### src/hdl/logic_cell_pkg.sv
// Package: register map, field layout and carrier types of the gate select block
package logic_cell_pkg;

    // ************************************************************
    // Sizes
    // ************************************************************
    localparam int GATE_COUNT = 4;
    localparam int DATA_COUNT = 4;
    localparam int CELL_INPUTS = 16;

    typedef logic [3:0] reg_addr_t;
    typedef logic [7:0] reg_data_t;
    typedef logic [3:0] data_vec_t;
    typedef logic [2:0] src_sel_t;
    typedef logic [15:0] cell_in_t;

    // ************************************************************
    // Register indices (plain port, one byte per index)
    // ************************************************************
    localparam reg_addr_t GATE1_SEL_IDX = 4'h0;
    localparam reg_addr_t GATE2_SEL_IDX = 4'h1;
    localparam reg_addr_t GATE3_SEL_IDX = 4'h2;
    localparam reg_addr_t GATE4_SEL_IDX = 4'h3;
    localparam reg_addr_t DATA12_SEL_IDX = 4'h4;
    localparam reg_addr_t DATA34_SEL_IDX = 4'h5;
    localparam reg_addr_t MIRROR_IDX = 4'h6;

    // ************************************************************
    // Field layout and reset values
    // ************************************************************
    localparam int TERM_TRUE_OFS = 1;
    localparam int TERM_INV_OFS = 0;
    localparam int TERM_STRIDE = 2;
    localparam int HIGH_SEL_LSB = 4;
    localparam int LOW_SEL_LSB = 0;
    localparam int MIRROR_CELL1_BIT = 0;
    localparam int MIRROR_CELL2_BIT = 1;
    localparam int SEL_RANGE_BIT = 2;
    localparam logic [3:0] D4_LOW_BASE = 4'h0;
    localparam logic [3:0] D4_HIGH_BASE = 4'hc;
    localparam reg_data_t TERM_SEL_RESET = 8'h00;
    localparam reg_data_t SRC_SEL_RESET = 8'h00;
    localparam reg_data_t READ_ZERO = 8'h00;
    localparam logic [1:0] MIRROR_RESET = 2'h0;

    // ************************************************************
    // Carriers
    // ************************************************************
    typedef struct packed {
        logic d4_true;
        logic d4_inv;
        logic d3_true;
        logic d3_inv;
        logic d2_true;
        logic d2_inv;
        logic d1_true;
        logic d1_inv;
    } term_sel_t;

    typedef struct packed {
        reg_addr_t addr;
        reg_data_t wdata;
        logic wr;
        logic rd;
    } reg_req_t;

endpackage

### src/hdl/gate_term_or.sv
// One data gate: OR of the enabled true and inverted data terms
`timescale 1ns/100ps
`default_nettype none
module gate_term_or (
    // Term enables for this gate
    input wire logic_cell_pkg::term_sel_t sel,
    // The four selected data signals, true form
    input wire logic_cell_pkg::data_vec_t data,
    // Gate result before any polarity stage
    output logic gate_comb
);
    import logic_cell_pkg::*;

    logic [7:0] sel_bits;
    data_vec_t term_hit;

    assign sel_bits = sel;

    // ************************************************************
    // Per data input: true term and inverted term
    // ************************************************************
    genvar k;
    generate
        for (k = 0; k < DATA_COUNT; k = k + 1) begin : g_term
            // Cleared bit drops that form from the gate
            assign term_hit[k] = (sel_bits[k*TERM_STRIDE+TERM_TRUE_OFS] & data[k])
                | (sel_bits[k*TERM_STRIDE+TERM_INV_OFS] & ~data[k]);
        end
    endgenerate

    // Empty selection yields zero, since OR of nothing is zero
    assign gate_comb = |term_hit;

endmodule
`default_nettype wire

### src/hdl/logic_cell_gate_select.sv
// Gate select matrix of a logic cell with the shared output mirror register
// Contract
// Gate two select: d4 true..d1 inverted
// Gate three select, same bit order
// Gate four select, same layout
// Cleared select bit excludes that term
// Selects read/write; keep value on warm reset
// Mirror: bit1 cell two, bit0 cell one
// Mirror upper six bits read zero
// Gate one select, same layout
// Data four chosen by three-bit selector
// Gate ORs enabled terms; none gives zero
`timescale 1ns/100ps
`default_nettype none
module logic_cell_gate_select (
    // Clock and reset
    input wire logic sys_clk,
    input wire logic arst_n,
    // Non power-on reset: clears mirror, keeps selects
    input wire logic warm_rst,
    // Register port
    input wire logic_cell_pkg::reg_req_t reg_req,
    output logic_cell_pkg::reg_data_t rd_data,
    // Cell inputs and the data signals picked elsewhere
    input wire logic_cell_pkg::cell_in_t cell_input_bus,
    input wire logic data1_true,
    input wire logic data2_true,
    input wire logic data3_true,
    // Outputs of the two cells, mirrored for software
    input wire logic cell1_output,
    input wire logic cell2_output,
    // Selector codes for the external data1..3 muxes
    output logic_cell_pkg::src_sel_t data1_source_sel,
    output logic_cell_pkg::src_sel_t data2_source_sel,
    output logic_cell_pkg::src_sel_t data3_source_sel,
    // Data four and the gate results
    output logic data4_sig,
    output logic gate1_out,
    output logic gate2_out,
    output logic gate3_out,
    output logic gate4_out
);
    import logic_cell_pkg::*;

    // ************************************************************
    // Storage
    // ************************************************************
    term_sel_t gate1_term_select_reg;
    term_sel_t gate2_term_select_reg;
    term_sel_t gate3_term_select_reg;
    term_sel_t gate4_term_select_reg;
    src_sel_t data1_sel_reg;
    src_sel_t data2_sel_reg;
    src_sel_t data3_sel_reg;
    src_sel_t data4_source_sel_reg;
    logic [1:0] cell_output_mirror_reg;
    reg_data_t rd_data_reg;
    reg_data_t rd_data_next;
    logic data4_reg;
    logic [3:0] gate_out_reg;

    // ************************************************************
    // Decode
    // ************************************************************
    logic wr_gate1;
    logic wr_gate2;
    logic wr_gate3;
    logic wr_gate4;
    logic wr_data12;
    logic wr_data34;
    logic [3:0] data4_index;
    logic data4_next;
    data_vec_t data_now;
    term_sel_t gate_sel [GATE_COUNT];
    logic [3:0] gate_comb;

    // Write strobes per register; mirror index has none on purpose
    assign wr_gate1 = reg_req.wr && (reg_req.addr == GATE1_SEL_IDX);
    assign wr_gate2 = reg_req.wr && (reg_req.addr == GATE2_SEL_IDX);
    assign wr_gate3 = reg_req.wr && (reg_req.addr == GATE3_SEL_IDX);
    assign wr_gate4 = reg_req.wr && (reg_req.addr == GATE4_SEL_IDX);
    assign wr_data12 = reg_req.wr && (reg_req.addr == DATA12_SEL_IDX);
    assign wr_data34 = reg_req.wr && (reg_req.addr == DATA34_SEL_IDX);

    // ************************************************************
    // Gate select registers
    // ************************************************************
    // Power-on value is unknown in silicon; zero here for a known start.
    // Warm reset does not touch these, so contents survive it.
    always_ff @(posedge sys_clk or negedge arst_n) begin
        if (!arst_n) begin
            gate1_term_select_reg <= TERM_SEL_RESET;
        end else if (wr_gate1) begin
            gate1_term_select_reg <= reg_req.wdata;
        end
    end

    // Gate two select
    always_ff @(posedge sys_clk or negedge arst_n) begin
        if (!arst_n) begin
            gate2_term_select_reg <= TERM_SEL_RESET;
        end else if (wr_gate2) begin
            gate2_term_select_reg <= reg_req.wdata;
        end
    end

    // Gate three select
    always_ff @(posedge sys_clk or negedge arst_n) begin
        if (!arst_n) begin
            gate3_term_select_reg <= TERM_SEL_RESET;
        end else if (wr_gate3) begin
            gate3_term_select_reg <= reg_req.wdata;
        end
    end

    // Gate four select
    always_ff @(posedge sys_clk or negedge arst_n) begin
        if (!arst_n) begin
            gate4_term_select_reg <= TERM_SEL_RESET;
        end else if (wr_gate4) begin
            gate4_term_select_reg <= reg_req.wdata;
        end
    end

    // ************************************************************
    // Data source selectors
    // ************************************************************
    // Data one and two codes, driven out to the external muxes
    always_ff @(posedge sys_clk or negedge arst_n) begin
        if (!arst_n) begin
            data1_sel_reg <= SRC_SEL_RESET[2:0];
            data2_sel_reg <= SRC_SEL_RESET[2:0];
        end else if (wr_data12) begin
            data1_sel_reg <= reg_req.wdata[LOW_SEL_LSB +: 3];
            data2_sel_reg <= reg_req.wdata[HIGH_SEL_LSB +: 3];
        end
    end

    // Data three and four codes; bits 7 and 3 are not stored
    always_ff @(posedge sys_clk or negedge arst_n) begin
        if (!arst_n) begin
            data3_sel_reg <= SRC_SEL_RESET[2:0];
            data4_source_sel_reg <= SRC_SEL_RESET[2:0];
        end else if (wr_data34) begin
            data3_sel_reg <= reg_req.wdata[LOW_SEL_LSB +: 3];
            data4_source_sel_reg <= reg_req.wdata[HIGH_SEL_LSB +: 3];
        end
    end

    assign data1_source_sel = data1_sel_reg;
    assign data2_source_sel = data2_sel_reg;
    assign data3_source_sel = data3_sel_reg;

    // Data four mux: codes 1xx take inputs 0..3, codes 0xx take 12..15
    always_comb begin
        if (data4_source_sel_reg[SEL_RANGE_BIT]) begin
            data4_index = D4_LOW_BASE + {2'h0, data4_source_sel_reg[1:0]};
        end else begin
            data4_index = D4_HIGH_BASE + {2'h0, data4_source_sel_reg[1:0]};
        end
        data4_next = cell_input_bus[data4_index];
    end

    // Registered so data four lines up with the gate outputs
    always_ff @(posedge sys_clk or negedge arst_n) begin
        if (!arst_n) begin
            data4_reg <= 1'b0;
        end else begin
            data4_reg <= data4_next;
        end
    end

    assign data4_sig = data4_reg;

    // ************************************************************
    // Gate matrix
    // ************************************************************
    // Gates see data four straight from the mux, not the delayed copy,
    // so a gate result reflects the inputs of the same cycle.
    assign data_now = {data4_next, data3_true, data2_true, data1_true};

    assign gate_sel[0] = gate1_term_select_reg;
    assign gate_sel[1] = gate2_term_select_reg;
    assign gate_sel[2] = gate3_term_select_reg;
    assign gate_sel[3] = gate4_term_select_reg;

    // One OR stage per gate
    genvar g;
    generate
        for (g = 0; g < GATE_COUNT; g = g + 1) begin : g_gate
            gate_term_or u_gate (
                .sel(gate_sel[g]),
                .data(data_now),
                .gate_comb(gate_comb[g])
            );
        end
    endgenerate

    // Gate results from flip-flops; polarity is applied downstream
    always_ff @(posedge sys_clk or negedge arst_n) begin
        if (!arst_n) begin
            gate_out_reg <= 4'h0;
        end else begin
            gate_out_reg <= gate_comb;
        end
    end

    assign gate1_out = gate_out_reg[0];
    assign gate2_out = gate_out_reg[1];
    assign gate3_out = gate_out_reg[2];
    assign gate4_out = gate_out_reg[3];

    // ************************************************************
    // Output mirror
    // ************************************************************
    // Sampled every cycle; any reset clears it. Software writes to the
    // mirror index are dropped: there is no write path at all.
    always_ff @(posedge sys_clk or negedge arst_n) begin
        if (!arst_n) begin
            cell_output_mirror_reg <= MIRROR_RESET;
        end else if (warm_rst) begin
            cell_output_mirror_reg <= MIRROR_RESET;
        end else begin
            cell_output_mirror_reg[MIRROR_CELL1_BIT] <= cell1_output;
            cell_output_mirror_reg[MIRROR_CELL2_BIT] <= cell2_output;
        end
    end

    // ************************************************************
    // Read path
    // ************************************************************
    // Unmapped indices and unimplemented bits read as zero
    always_comb begin
        rd_data_next = READ_ZERO;
        unique case (reg_req.addr)
            GATE1_SEL_IDX: begin
                rd_data_next = gate1_term_select_reg;
            end
            GATE2_SEL_IDX: begin
                rd_data_next = gate2_term_select_reg;
            end
            GATE3_SEL_IDX: begin
                rd_data_next = gate3_term_select_reg;
            end
            GATE4_SEL_IDX: begin
                rd_data_next = gate4_term_select_reg;
            end
            DATA12_SEL_IDX: begin
                rd_data_next[LOW_SEL_LSB +: 3] = data1_sel_reg;
                rd_data_next[HIGH_SEL_LSB +: 3] = data2_sel_reg;
            end
            DATA34_SEL_IDX: begin
                rd_data_next[LOW_SEL_LSB +: 3] = data3_sel_reg;
                rd_data_next[HIGH_SEL_LSB +: 3] = data4_source_sel_reg;
            end
            MIRROR_IDX: begin
                rd_data_next[1:0] = cell_output_mirror_reg;
            end
            default: begin
                rd_data_next = READ_ZERO;
            end
        endcase
    end

    // Read data stands only in the cycle after the strobe
    always_ff @(posedge sys_clk or negedge arst_n) begin
        if (!arst_n) begin
            rd_data_reg <= READ_ZERO;
        end else if (reg_req.rd) begin
            rd_data_reg <= rd_data_next;
        end else begin
            rd_data_reg <= READ_ZERO;
        end
    end

    assign rd_data = rd_data_reg;

endmodule
`default_nettype wire

### config.mk
export PLATFORM = sky130hd
export DESIGN_NAME = logic_cell_gate_select
export DESIGN_NICKNAME = d
export VERILOG_FILES = /design/src/hdl/logic_cell_pkg.sv /design/src/hdl/gate_term_or.sv /design/src/hdl/logic_cell_gate_select.sv
export SDC_FILE = /design/constraint.sdc
export NUM_CORES = 1
export LEC_CHECK = 0
export ABC_AREA = 1
export BUFFER_PORTS_ARGS = -buffer_cell sky130_fd_sc_hd__clkbuf_2
export CORE_MARGIN = 2
export CORE_UTILIZATION = 45
export CTS_CLUSTER_DIAMETER = 50
export CTS_CLUSTER_SIZE = 12
export DETAILED_ROUTE_END_ITERATION = 8
export PLACE_DENSITY = 0.68
export SETUP_SLACK_MARGIN = 0.4
export SYNTH_ARGS = -nofsm -noshare
export SYNTH_HDL_FRONTEND = slang
export SYNTH_SLANG_ARGS = --single-unit
### constraint.sdc
create_clock -name sys_clk -period 1.8 [get_ports sys_clk]
set_clock_uncertainty 0.1 [all_clocks]
set_input_delay 0.45 -clock sys_clk [delete_from_list [all_inputs] [get_ports sys_clk]]
set_output_delay 0.45 -clock sys_clk [all_outputs]
set_load 0.01 [all_outputs]
* Yosys cells after proc, flatten, opt, wreduce, memory -nomap -nowiden *
Index checks and enable logic that the tools add are counted.

storage, ports and cells
  flip-flop bits (word level) = 59
  input bits = 38
  output and inout bits = 22
  logic and storage cells = 121

cells by class
  add/subtract/negate cells = 1
  $lt $le $gt $ge = 1
  eq/ne operators = 6
  mux-type cells = 10
  bitwise logic cells = 52
  reduce and logical (&&, ||, !) cells = 11

operators with widths
  operator                                                                      number
  1-bit AND                                                                     32
  3-bit case mux with 6 select lines                                            1
  1-bit OR                                                                      16
  4-bit OR reduction                                                            4
  2-bit case mux with 7 select lines                                            1
  4-bit by 3-bit == test with 1-bit output, second input constant               3
  4-bit by 2-bit == test with 1-bit output, second input constant               2
  8-bit 2-to-1 mux                                                              1
  1-bit case mux with 4 select lines                                            2
  1-bit logical AND                                                             6
  1-bit case mux with 6 select lines                                            1
  4-bit by 5-bit less-than comparator with 1-bit output, second input constant  1
  3-bit by 3-bit adder with 4-bit output, first input constant                  1
  1-bit binary-select mux with 4-bit select                                     1
  4-bit by 1-bit == test with 1-bit output, second input constant               1
  4-bit zero test                                                               1
  4-bit 2-to-1 mux                                                              1
  1-bit inverter                                                                4
  2-bit 2-to-1 mux                                                              1
  1-bit 2-to-1 mux                                                              1

* Depth between registers and ports, before layout *
Gate-level depths: netlist of run 1.

  depth in word-level cells = 8
  gate-level depth with buffers = 8
  depth with buffers taken out = 8

* By module *
Synthesis of run 1 repeated with hierarchy kept, for this count alone.

second synthesis, totals
  cell total of the unflattened synthesis = 375
  area, all modules = 2984.1 um^2

by module, submodules not included
  module                  times used  cells each  area each (um^2)  sequential area each (um^2)
  logic_cell_gate_select  1           299         2698.8            1476.4
  gate_term_or            4           19          71.3              0.0

* Least setup slack after synthesis of run 1 *
OpenSTA, ideal clock, no wires.

  path type = input-to-reg
  from = input port reg_req[12] (netlist bit)
  to = register gate2_term_select_reg[6] (netlist bit)
  setup time = 123 ps
  arrival = 1227 ps
  required time = 1577 ps
  slack = 350 ps
  stages = 8
  buffers on the path = 2
  cell sequence = nor2_1 > buf_4 > nand2_2 > clkinv_2 > nand2_4 > buf_6 > nand2_1 > o21ai_2

between the ends
  word-level cells in the longest chain between the ends = 2

RTL lines
  item                                      line                           RTL
  from (decl)                               logic_cell_gate_select.sv:22   input wire logic_cell_pkg::reg_req_t reg_req,
  4-bit by 1-bit == test with 1-bit output  logic_cell_gate_select.sv:79   assign wr_gate2 = reg_req.wr && (reg_req.addr == GATE2_SEL_IDX);
  1-bit logical AND                         logic_cell_gate_select.sv:79
  to (signal assigned)                      logic_cell_gate_select.sv:103  gate2_term_select_reg <= reg_req.wdata;
  to (decl)                                 logic_cell_gate_select.sv:49   term_sel_t gate2_term_select_reg;

No other way between the ends.
A chain may end at the register's enable or synchronous reset.

* Worst setup path after layout of run 1 *
  from = register data2_sel_reg[0], in the netlist data2_source_sel[0]
  to = output port data2_source_sel[0]

RTL lines
  item                    line                           RTL
  from (decl)             logic_cell_gate_select.sv:53   src_sel_t data2_sel_reg;
  from (signal assigned)  logic_cell_gate_select.sv:132  data2_sel_reg <= SRC_SEL_RESET[2:0];
  from (signal assigned)  logic_cell_gate_select.sv:135  data2_sel_reg <= reg_req.wdata[HIGH_SEL_LSB +: 3];
  to (decl)               logic_cell_gate_select.sv:34   output logic_cell_pkg::src_sel_t data2_source_sel,

No word-level cell between the ends.

==> impl_summary.txt, run 1 <==
----------------------------------------------------
[Outcome]
  Outcome ... finished, violations left
  Violated checks ... negative hold slack

[Clocking]
  TritonCTS clock tree ... built
  Clock Tree Root ... sky130_fd_sc_hd__clkbuf_8
  Insertion delay of the later-clocked pin in the worst-skew pair ... 350 ps
  CTS clock-pin slew for the worst setup and hold paths ... 70 ps
  Deepest clock path buffer count ... 2
  Total CTS buffers ... 9
  Htree depth ... 3
  Sinks on Clock Net ... 59

[STA]
  Final Max Slew Viols ... 0
  Slew of the pin with the lowest slew margin ... 318 ps
  Highest Clock Rate ... 0.698 GHz
  Worst Hold Margin ... -0.532 ps
  Relative slew margins ... 0.787
  Final clock period utilization by the worst path ... 0.796
  Setup ws final ... 367 ps
  Setup TNS ... 0 ps
  RSZ-0062 raised after global routing ... true
  Final count of hold timing violations ... 2
  Final period demand of the worst path ... 1430 ps
  Final setup fails ... 0

[Drt]
  Detailed-route vias per instance ... 4.87
  Number of search-and-repair iterations in the first detailed-routing pass ... 4
  Count of antenna-violating nets left after detailed routing ... 0
  WL final ... 6680 µm
  Residual DRC ... 0
  Number of violations reported at the end of detailed-routing iteration 0 ... 203
  Total number of vias ... 2460
  Routed length per placed instance ... 13.2 µm

[Critical path]
  Capturing element type of the critical path ... output pin
  Required @ worst endpoint ... 1250 ps
  Maximum fanout encountered on the critical timing path ... 3
  Type of the setup path with the least slack ... flop to output pin
  Stage delay of the slowest cell on the critical path ... 400 ps
  Slowest CP cell ... sky130_fd_sc_hd__dfrtp_1
  Critical path, cell by cell ... clkbuf_2
  Buf+Inv Stages, Crit Path ... 1
  Data arrival time of the critical path ... 880 ps
  Category of cells accounting for the largest share of critical-path delay ... flip-flops
  Type of origin of the critical path ... flop

[Global route]
  Maximum number of pins on one net before global-route repair ... 60
  Via count of the first global-routing pass ... 2462
  Wire length of the first global-routing pass ... 11500 µm
  Number of antenna violations at the first check in global routing ... 0
  Overall fraction of global-route tracks in use ... 0.207
  Overall overflow remaining after global route ... 0

[Synth]
  Synthesis Warnings ... 0
  Fraction of the yosys area taken by sequential cells ... 0.506
  Synth area leaders ... sky130_fd_sc_hd__dfrtp_1 (51%), sky130_fd_sc_hd__nand2_1 (13%), sky130_fd_sc_hd__o21ai_2 (6.6%)
  Synthesized area ... 2920 µm²
  Number of synthesized register bits ... 59
  Largest area contributor in the synthesized netlist ... sky130_fd_sc_hd__dfrtp_1
  Post-synthesis cell count ... 352
  Count of unique library cells instantiated by Yosys ... 22
  Number of nets in the synthesized netlist ... 390
  Synthesized area divided by synthesized cell count ... 8.30 µm²
  Portion of synthesized cell area occupied by the leading cell type ... 0.506

[Cells and area]
  Layout cell share with drive strength beyond 1 ... 0.308
  Antenna Cells ... 0
  Number of nets in the layout ... 461
  Cell Count, Final, Fillers Out ... 505
  Final core occ ... 0.567
  Synthesis-to-layout area growth ... 22.7%

[Run]
  Maxcap violations ... 0

[Placement]
  Placement Setup Slack ... 106 ps
  Dpl hpwl ... 4850 µm
  Cell Count Post-Placement ... 477
  Count of input and output buffers ... 51
  Final weighted congestion in routability-driven placement ... 0.798

[Min path]
  Worst hold path type ... primary input to async pin

[Die]
  Height of the die ... 84.6 µm
  Boundary Pins ... 60
  Starting utilization of the core area ... 0.463
  Core Box Area ... 6310 µm²
  Number of placement rows ... 29
  Area of the die ... 7150 µm²
  Overall die width ... 84.6 µm

[Pwr]
  Power per cell area ... 1080 nW/µm²
  Leakage Power ... 1.91 nW
  Worst ir drop on vdd ... 0.542 mV

----------------------------------------------------
-- area by class of cell --
type | instances | area [µm²]
Timing Repair Buffer | 67 | 388
Sequential cell | 59 | 1480
Fill cell | 598 | 2730
Clock inverter | 5 | 77.6
Inverter | 49 | 190
Tap cell | 77 | 96.3
Clock buffer | 11 | 131
Multi-Input combinational cell | 237 | 1220
-- power by group --
part | leakage (nW) | internal [mW] | switching (mW) | total [mW]
Sequential | 0.747 | 1.57 | 0.165 | 1.74
Clock | 0.103 | 0.775 | 0.523 | 1.30
Combinational | 1.06 | 0.370 | 0.470 | 0.840
-- cells in the final DEF, fill, tap and decap left out --
cell type	netlist	routed
sky130_fd_sc_hd__nand4_1	1	1
sky130_fd_sc_hd__buf_12	0	1
sky130_fd_sc_hd__nand3_2	0	2
sky130_fd_sc_hd__and2_1	1	1
sky130_fd_sc_hd__bufinv_16	0	2
sky130_fd_sc_hd__clkbuf_8	0	9
sky130_fd_sc_hd__clkinv_2	2	3
sky130_fd_sc_hd__inv_1	42	41
sky130_fd_sc_hd__nand2_4	4	6
sky130_fd_sc_hd__o21ai_2	22	22
sky130_fd_sc_hd__o211a_1	1	1
sky130_fd_sc_hd__nand3_1	30	28
sky130_fd_sc_hd__clkbuf_2	0	51
sky130_fd_sc_hd__o21ai_1	22	22
sky130_fd_sc_hd__o21ai_0	18	18
sky130_fd_sc_hd__mux2_2	2	2
sky130_fd_sc_hd__dfrtp_2	0	1
sky130_fd_sc_hd__nor2_2	1	1
sky130_fd_sc_hd__nand2_1	99	97
sky130_fd_sc_hd__nor2_4	3	4
sky130_fd_sc_hd__clkbuf_1	0	2
sky130_fd_sc_hd__buf_4	1	15
sky130_fd_sc_hd__inv_2	5	6
sky130_fd_sc_hd__nor2_1	22	21
sky130_fd_sc_hd__dfrtp_1	59	58
sky130_fd_sc_hd__clkinvlp_4	0	1
sky130_fd_sc_hd__clkinv_4	0	1
sky130_fd_sc_hd__nand2_2	5	5
sky130_fd_sc_hd__a21oi_1	6	6
-- Yosys cell counts --
cell type	n
sky130_fd_sc_hd__and2_1	1
sky130_fd_sc_hd__nor2_1	22
sky130_fd_sc_hd__buf_4	1
sky130_fd_sc_hd__nor2_2	1
sky130_fd_sc_hd__inv_2	5
sky130_fd_sc_hd__buf_6	5
sky130_fd_sc_hd__clkinv_2	2
sky130_fd_sc_hd__buf_2	1
sky130_fd_sc_hd__nand2_1	99
sky130_fd_sc_hd__nor2_4	3
sky130_fd_sc_hd__dfrtp_1	59
sky130_fd_sc_hd__a21oi_1	6
sky130_fd_sc_hd__nand3_1	30
sky130_fd_sc_hd__o21ai_1	22
sky130_fd_sc_hd__inv_1	42
sky130_fd_sc_hd__mux2_2	2
sky130_fd_sc_hd__nand2_2	5
sky130_fd_sc_hd__nand2_4	4
sky130_fd_sc_hd__o211a_1	1
sky130_fd_sc_hd__o21ai_2	22
sky130_fd_sc_hd__nand4_1	1
sky130_fd_sc_hd__o21ai_0	18
-- cells by family (layout without fill, tap and decap cells) --
group	after synthesis	in the layout	synth area share
simple gates	166	166	0.251
compound gates	69	69	0.148
flops	59	59	0.506
buf+inv	56	132	0.0874
mux	2	2	0.00771
-- per-layer routing --
metal | wire (µm) | vias to the layer above | track usage | share of wire
li1 | - | 1262 | - | -
met2 | 3460 | 62 | 0.349 | 0.52
met3 | 358 | 11 | 0.0482 | 0.054
met1 | 2740 | 1125 | 0.256 | 0.41
met4 | 124 | 0 | 0.0837 | 0.019
met5 | 0 | - | 0 | 0
-- timing repair --
action,4_1_cts,5_1_grt
hold buffers,0,0
endpoints found under the hold margin,0,0
buffers inserted,9,3
pin swaps,0,0
endpoints found under the setup margin,14,26
gates resized for setup,2,4
-- final timing paths --
check | from | end | slack [ps] | cells after the start
max in group asynchronous | arst_n | gate2_term_select_reg[2] | 1330 | 2
max | data2_source_sel[0] | data2_source_sel[0] | 370 | 1
min reg2reg | gate2_term_select_reg[1] | gate2_term_select_reg[1] | 380 | 2
max reg2reg | data4_source_sel_reg[0] | gate_out_reg[0] | 500 | 7
min in group sys_clk | warm_rst | cell_output_mirror_reg[1] | 170 | 2
min | arst_n | data4_source_sel_reg[0] | -0.5 | 2
-- through the flow --
step                instance area, µm²  total power, mW
finish                            3580             3.87
global route                      3580             4.09
CTS                               3550             3.88
detailed placement                3270             2.51
global placement                  3270             2.48
floorplan                         2950             2.21
(Power assumes the default switching activity.)
==> inputs of run 2 (changes only) <==
--- a/config.mk
+++ b/config.mk
@@ -5,14 +5,14 @@
 export SDC_FILE = /design/constraint.sdc
 export NUM_CORES = 1
 export LEC_CHECK = 0
-export ABC_AREA = 1
+export ABC_AREA = 0
 export BUFFER_PORTS_ARGS = -buffer_cell sky130_fd_sc_hd__clkbuf_2
 export CORE_MARGIN = 2
 export CORE_UTILIZATION = 45
 export CTS_CLUSTER_DIAMETER = 50
 export CTS_CLUSTER_SIZE = 12
 export DETAILED_ROUTE_END_ITERATION = 8
-export PLACE_DENSITY = 0.68
+export PLACE_DENSITY = 0.7
 export SETUP_SLACK_MARGIN = 0.4
 export SYNTH_ARGS = -nofsm -noshare
 export SYNTH_HDL_FRONTEND = slang
==> constraint.sdc (replaced) <==
create_clock -name sys_clk -period 1.2 [get_ports sys_clk]
set_clock_uncertainty 0.1 [all_clocks]
set_input_delay 0.3 -clock sys_clk [delete_from_list [all_inputs] [get_ports sys_clk]]
set_output_delay 0.3 -clock sys_clk [all_outputs]
set_load 0.01 [all_outputs]
==> run 2 against run 1 <==
  * The run ends with negative hold slack, negative setup slack left
  * Die area down 2.6%
  * Core utilization is 13 points higher
  * First-iteration DRC count is 25% lower
  * Cell count fell by 19%
  * Area after synthesis shrank 2.7%
  * Combinational power is 140% higher
  * Routed wire length up 15%
  * Final area rose by 17%
  * Register-to-register slack worse by 1100 ps
  * Setup slack worse by 1000 ps
  * Via count shrank 9.1%
  * Critical path depth is 3 higher
  * Critical path type is now flop to flop
  * Largest cell class unchanged
  * Largest power group unchanged
  * Highest routed layer unchanged
==> impl_summary.txt, run 2 <==
----------------------------------------------------
[Outcome]
  Outcome ... finished, violations left
  Violated checks ... negative hold slack, negative setup slack

[Cells and area]
  Final instance area ... 4190 µm²
  Layout cell share with drive strength beyond 1 ... 0.592
  Number of nets in the layout ... 366
  Antenna Cells ... 0
  Leading cell types in the layout, fill and taps excluded ... sky130_fd_sc_hd__dfrtp_1 (58), sky130_fd_sc_hd__clkbuf_2 (43), sky130_fd_sc_hd__buf_4 (43)
  Synthesis-to-layout area growth ... 47.4%
  Final core occ ... 0.695
  Most common cell after layout, fill and taps aside ... sky130_fd_sc_hd__dfrtp_1

[Pwr]
  Share of power burned in combinational logic ... 0.294
  Power per cell area ... 1620 nW/µm²
  Proportion of power drawn by the clock network ... 0.306
  Internal power ... 4.90 mW
  Total power of the final layout ... 6.79 mW
  Sequential share of power ... 0.400
  Net switching power ... 1.88 mW
  Worst ir drop on vdd ... 1.07 mV
  Leakage Power ... 2.00 nW
  Sw Ratio ... 0.278

[Critical path]
  Stage delay of the slowest cell on the critical path ... 550 ps
  Maximum fanout encountered on the critical timing path ... 5
  Worst R2R Path Depth ... 4
  Type of the setup path with the least slack ... flop to flop
  Required @ worst endpoint ... 1320 ps
  Slowest CP cell ... sky130_fd_sc_hd__mux4_2
  Crit Reg-Reg Startpoint ... data4_source_sel_reg[0]
  End of the worst register-to-register path ... gate_out_reg[2]
  Critical path, cell by cell ... mux4_2 > mux2i_4 > mux2i_1 > nand4_1
  R2R Setup Slk ... -630 ps
  Type of origin of the critical path ... flop
  Data arrival time of the critical path ... 1950 ps
  Capturing element type of the critical path ... flop

[Placement]
  Dpl hpwl ... 5210 µm
  Count of input and output buffers ... 51
  Area after DPL ... 3600 µm²
  Placement Setup Slack ... -593 ps
  Final weighted congestion in routability-driven placement ... 0.899

[Clocking]
  Total CTS buffers ... 9
  CTS clock-pin slew for the worst setup and hold paths ... 70 ps
  Htree depth ... 3
  Insertion delay of the later-clocked pin in the worst-skew pair ... 340 ps
  Deepest clock path buffer count ... 2
  Sinks on Clock Net ... 59
  TritonCTS clock tree ... built
  Clock Tree Root ... sky130_fd_sc_hd__clkbuf_8

[STA]
  Worst Hold Margin ... -150 ps
  Highest Clock Rate ... 0.545 GHz
  Final clock period utilization by the worst path ... 1.53
  Final period demand of the worst path ... 1830 ps
  Final count of hold timing violations ... 59
  RSZ-0062 raised after global routing ... true
  Slew of the pin with the lowest slew margin ... 380 ps
  Relative slew margins ... 0.747
  Final setup fails ... 54
  Final Max Slew Viols ... 0
  Setup ws final ... -633 ps

[Global route]
  Number of antenna violations at the first check in global routing ... 0
  Wire length of the first global-routing pass ... 12200 µm
  Via count of the first global-routing pass ... 2263
  Overall fraction of global-route tracks in use ... 0.227
  Overall overflow remaining after global route ... 0
  Maximum number of pins on one net before global-route repair ... 60

[Synth]
  Largest area contributor in the synthesized netlist ... sky130_fd_sc_hd__dfrtp_1
  Synth area leaders ... sky130_fd_sc_hd__dfrtp_1 (52%), sky130_fd_sc_hd__mux2_2 (18%), sky130_fd_sc_hd__mux2i_1 (8.1%)
  Synthesis Warnings ... 0
  Commonest register cell after synthesis ... sky130_fd_sc_hd__dfrtp_1
  Post-synthesis cell count ... 218
  Share of synthesized registers carrying an async set or reset ... 1.00
  Synthesized area divided by synthesized cell count ... 13.0 µm²
  Fraction of the yosys area taken by sequential cells ... 0.520
  Most numerous cell types in the synthesized netlist ... sky130_fd_sc_hd__dfrtp_1 (59), sky130_fd_sc_hd__mux2_2 (46), sky130_fd_sc_hd__mux2i_1 (23), sky130_fd_sc_hd__nand2_1 (11)
  Count of unique library cells instantiated by Yosys ... 35
  Number of synthesized register bits ... 59
  Most common cell in the synthesized netlist ... sky130_fd_sc_hd__dfrtp_1
  Number of nets in the synthesized netlist ... 256
  Portion of synthesized cell area occupied by the leading cell type ... 0.520
  Synthesized area ... 2840 µm²
  Number of flops mapped to enable cells by yosys ... 0

[Drt]
  Detailed-route vias per instance ... 5.48
  Routed length per placed instance ... 18.9 µm
  Total number of vias ... 2236
  WL final ... 7710 µm
  Number of violations reported at the end of detailed-routing iteration 0 ... 152
  Number of search-and-repair iterations in the first detailed-routing pass ... 4
  Residual DRC ... 0
  Count of antenna-violating nets left after detailed routing ... 0

[Die]
  Overall die width ... 83.5 µm
  Area of the die ... 6970 µm²
  Boundary Pins ... 60
  Number of placement rows ... 28
  Starting utilization of the core area ... 0.472
  Height of the die ... 83.5 µm
  Core Box Area ... 6030 µm²

[Run]
  Maxcap violations ... 0

[Min path]
  Worst hold path type ... primary input to async pin

----------------------------------------------------
## run 2: cell types whose count changed after synthesis, moves of 7 or more
| cell | before | now |
|---|---|---|
| sky130_fd_sc_hd__mux2_2 | 2 | 46 |
| sky130_fd_sc_hd__o21ai_0 | 18 | 8 |
| sky130_fd_sc_hd__nor2_1 | 22 | 5 |
| sky130_fd_sc_hd__buf_2 | 1 | 8 |
| sky130_fd_sc_hd__o21ai_2 | 22 | 0 |
| sky130_fd_sc_hd__nand2_1 | 99 | 11 |
| sky130_fd_sc_hd__o21ai_1 | 22 | 0 |
| sky130_fd_sc_hd__inv_1 | 42 | 1 |
| sky130_fd_sc_hd__mux2i_1 | 0 | 23 |
| sky130_fd_sc_hd__nand3_1 | 30 | 4 |
## run 2: metrics by stage
step           hold slack, ps  instances  setup TNS [ps]
2_1_floorplan           -95.6        218          -11570
3_3_place_gp              230        373          -23370
3_5_place_dp              237        373          -24520
4_1_cts                  -131        402           -5080
5_1_grt                  -126        408           -7460
6_report                 -150        408           -5340
## run 2: power by group through the flow
stage,registers (mW),logic (mW),clock network (mW)
CTS,2.70,1.87,2.10
global placement,2.73,1.54,0
finish,2.71,1.99,2.08
global route,2.76,2.13,2.20
detailed placement,2.75,1.59,0
floorplan,2.74,0.868,0
## run 2: worst max path at each step
stage / startpoint / end / cells after the start
after floorplan: data4_source_sel_reg[0] / gate_out_reg[0] / 4
after global placement: data4_source_sel_reg[0] / gate_out_reg[3] / 4
after detailed placement: data4_source_sel_reg[0] / gate_out_reg[0] / 4
after CTS: data4_source_sel_reg[0] / gate_out_reg[2] / 4
after global routing: data4_source_sel_reg[0] / gate_out_reg[0] / 4
final: data4_source_sel_reg[0] / gate_out_reg[2] / 4
## run 2: cells by family after synthesis
kind of cell / Yosys count / synth area share
buf+inv: 15 / 0.0260
compound gates: 25 / 0.0542
mux: 73 / 0.298
simple gates: 46 / 0.103
flops: 59 / 0.520
## run 2: final cells by class
| cell class | count | area, µm² |
|---|---|---|
| clock buffer | 12 | 155 |
| clock inverter | 4 | 72.6 |
| fill | 428 | 1840 |
| inverter | 1 | 3.75 |
| multi-input combinational | 144 | 1460 |
| sequential | 59 | 1480 |
| tap | 75 | 93.8 |
| timing repair buffer | 113 | 922 |
## run 2: worst max-delay path, delay by kind of cell (launching register included)
family,cells,cell delay [ps]
muxes,3,1100
and+or+nand+nor,1,90
DFF,1,420
## run 2: repair_timing
action                                 in CTS  in global routing
buffers inserted                           13                  5
endpoints found under the hold margin      59                 59
setup endpoints to repair                  79                 79
resized for setup                          31                 18
pin swaps                                  14                  9
cloned                                      0                  1
## run 2: metal layers
layer	share of wire	wire length, µm	GRT usage	vias up
met1	0.45	3450	0.319	1105
met2	0.46	3570	0.343	93
met3	0.073	559	0.0712	14
li1	-	-	-	1024
met5	0	0	0	-
met4	0.017	128	0.0616	0
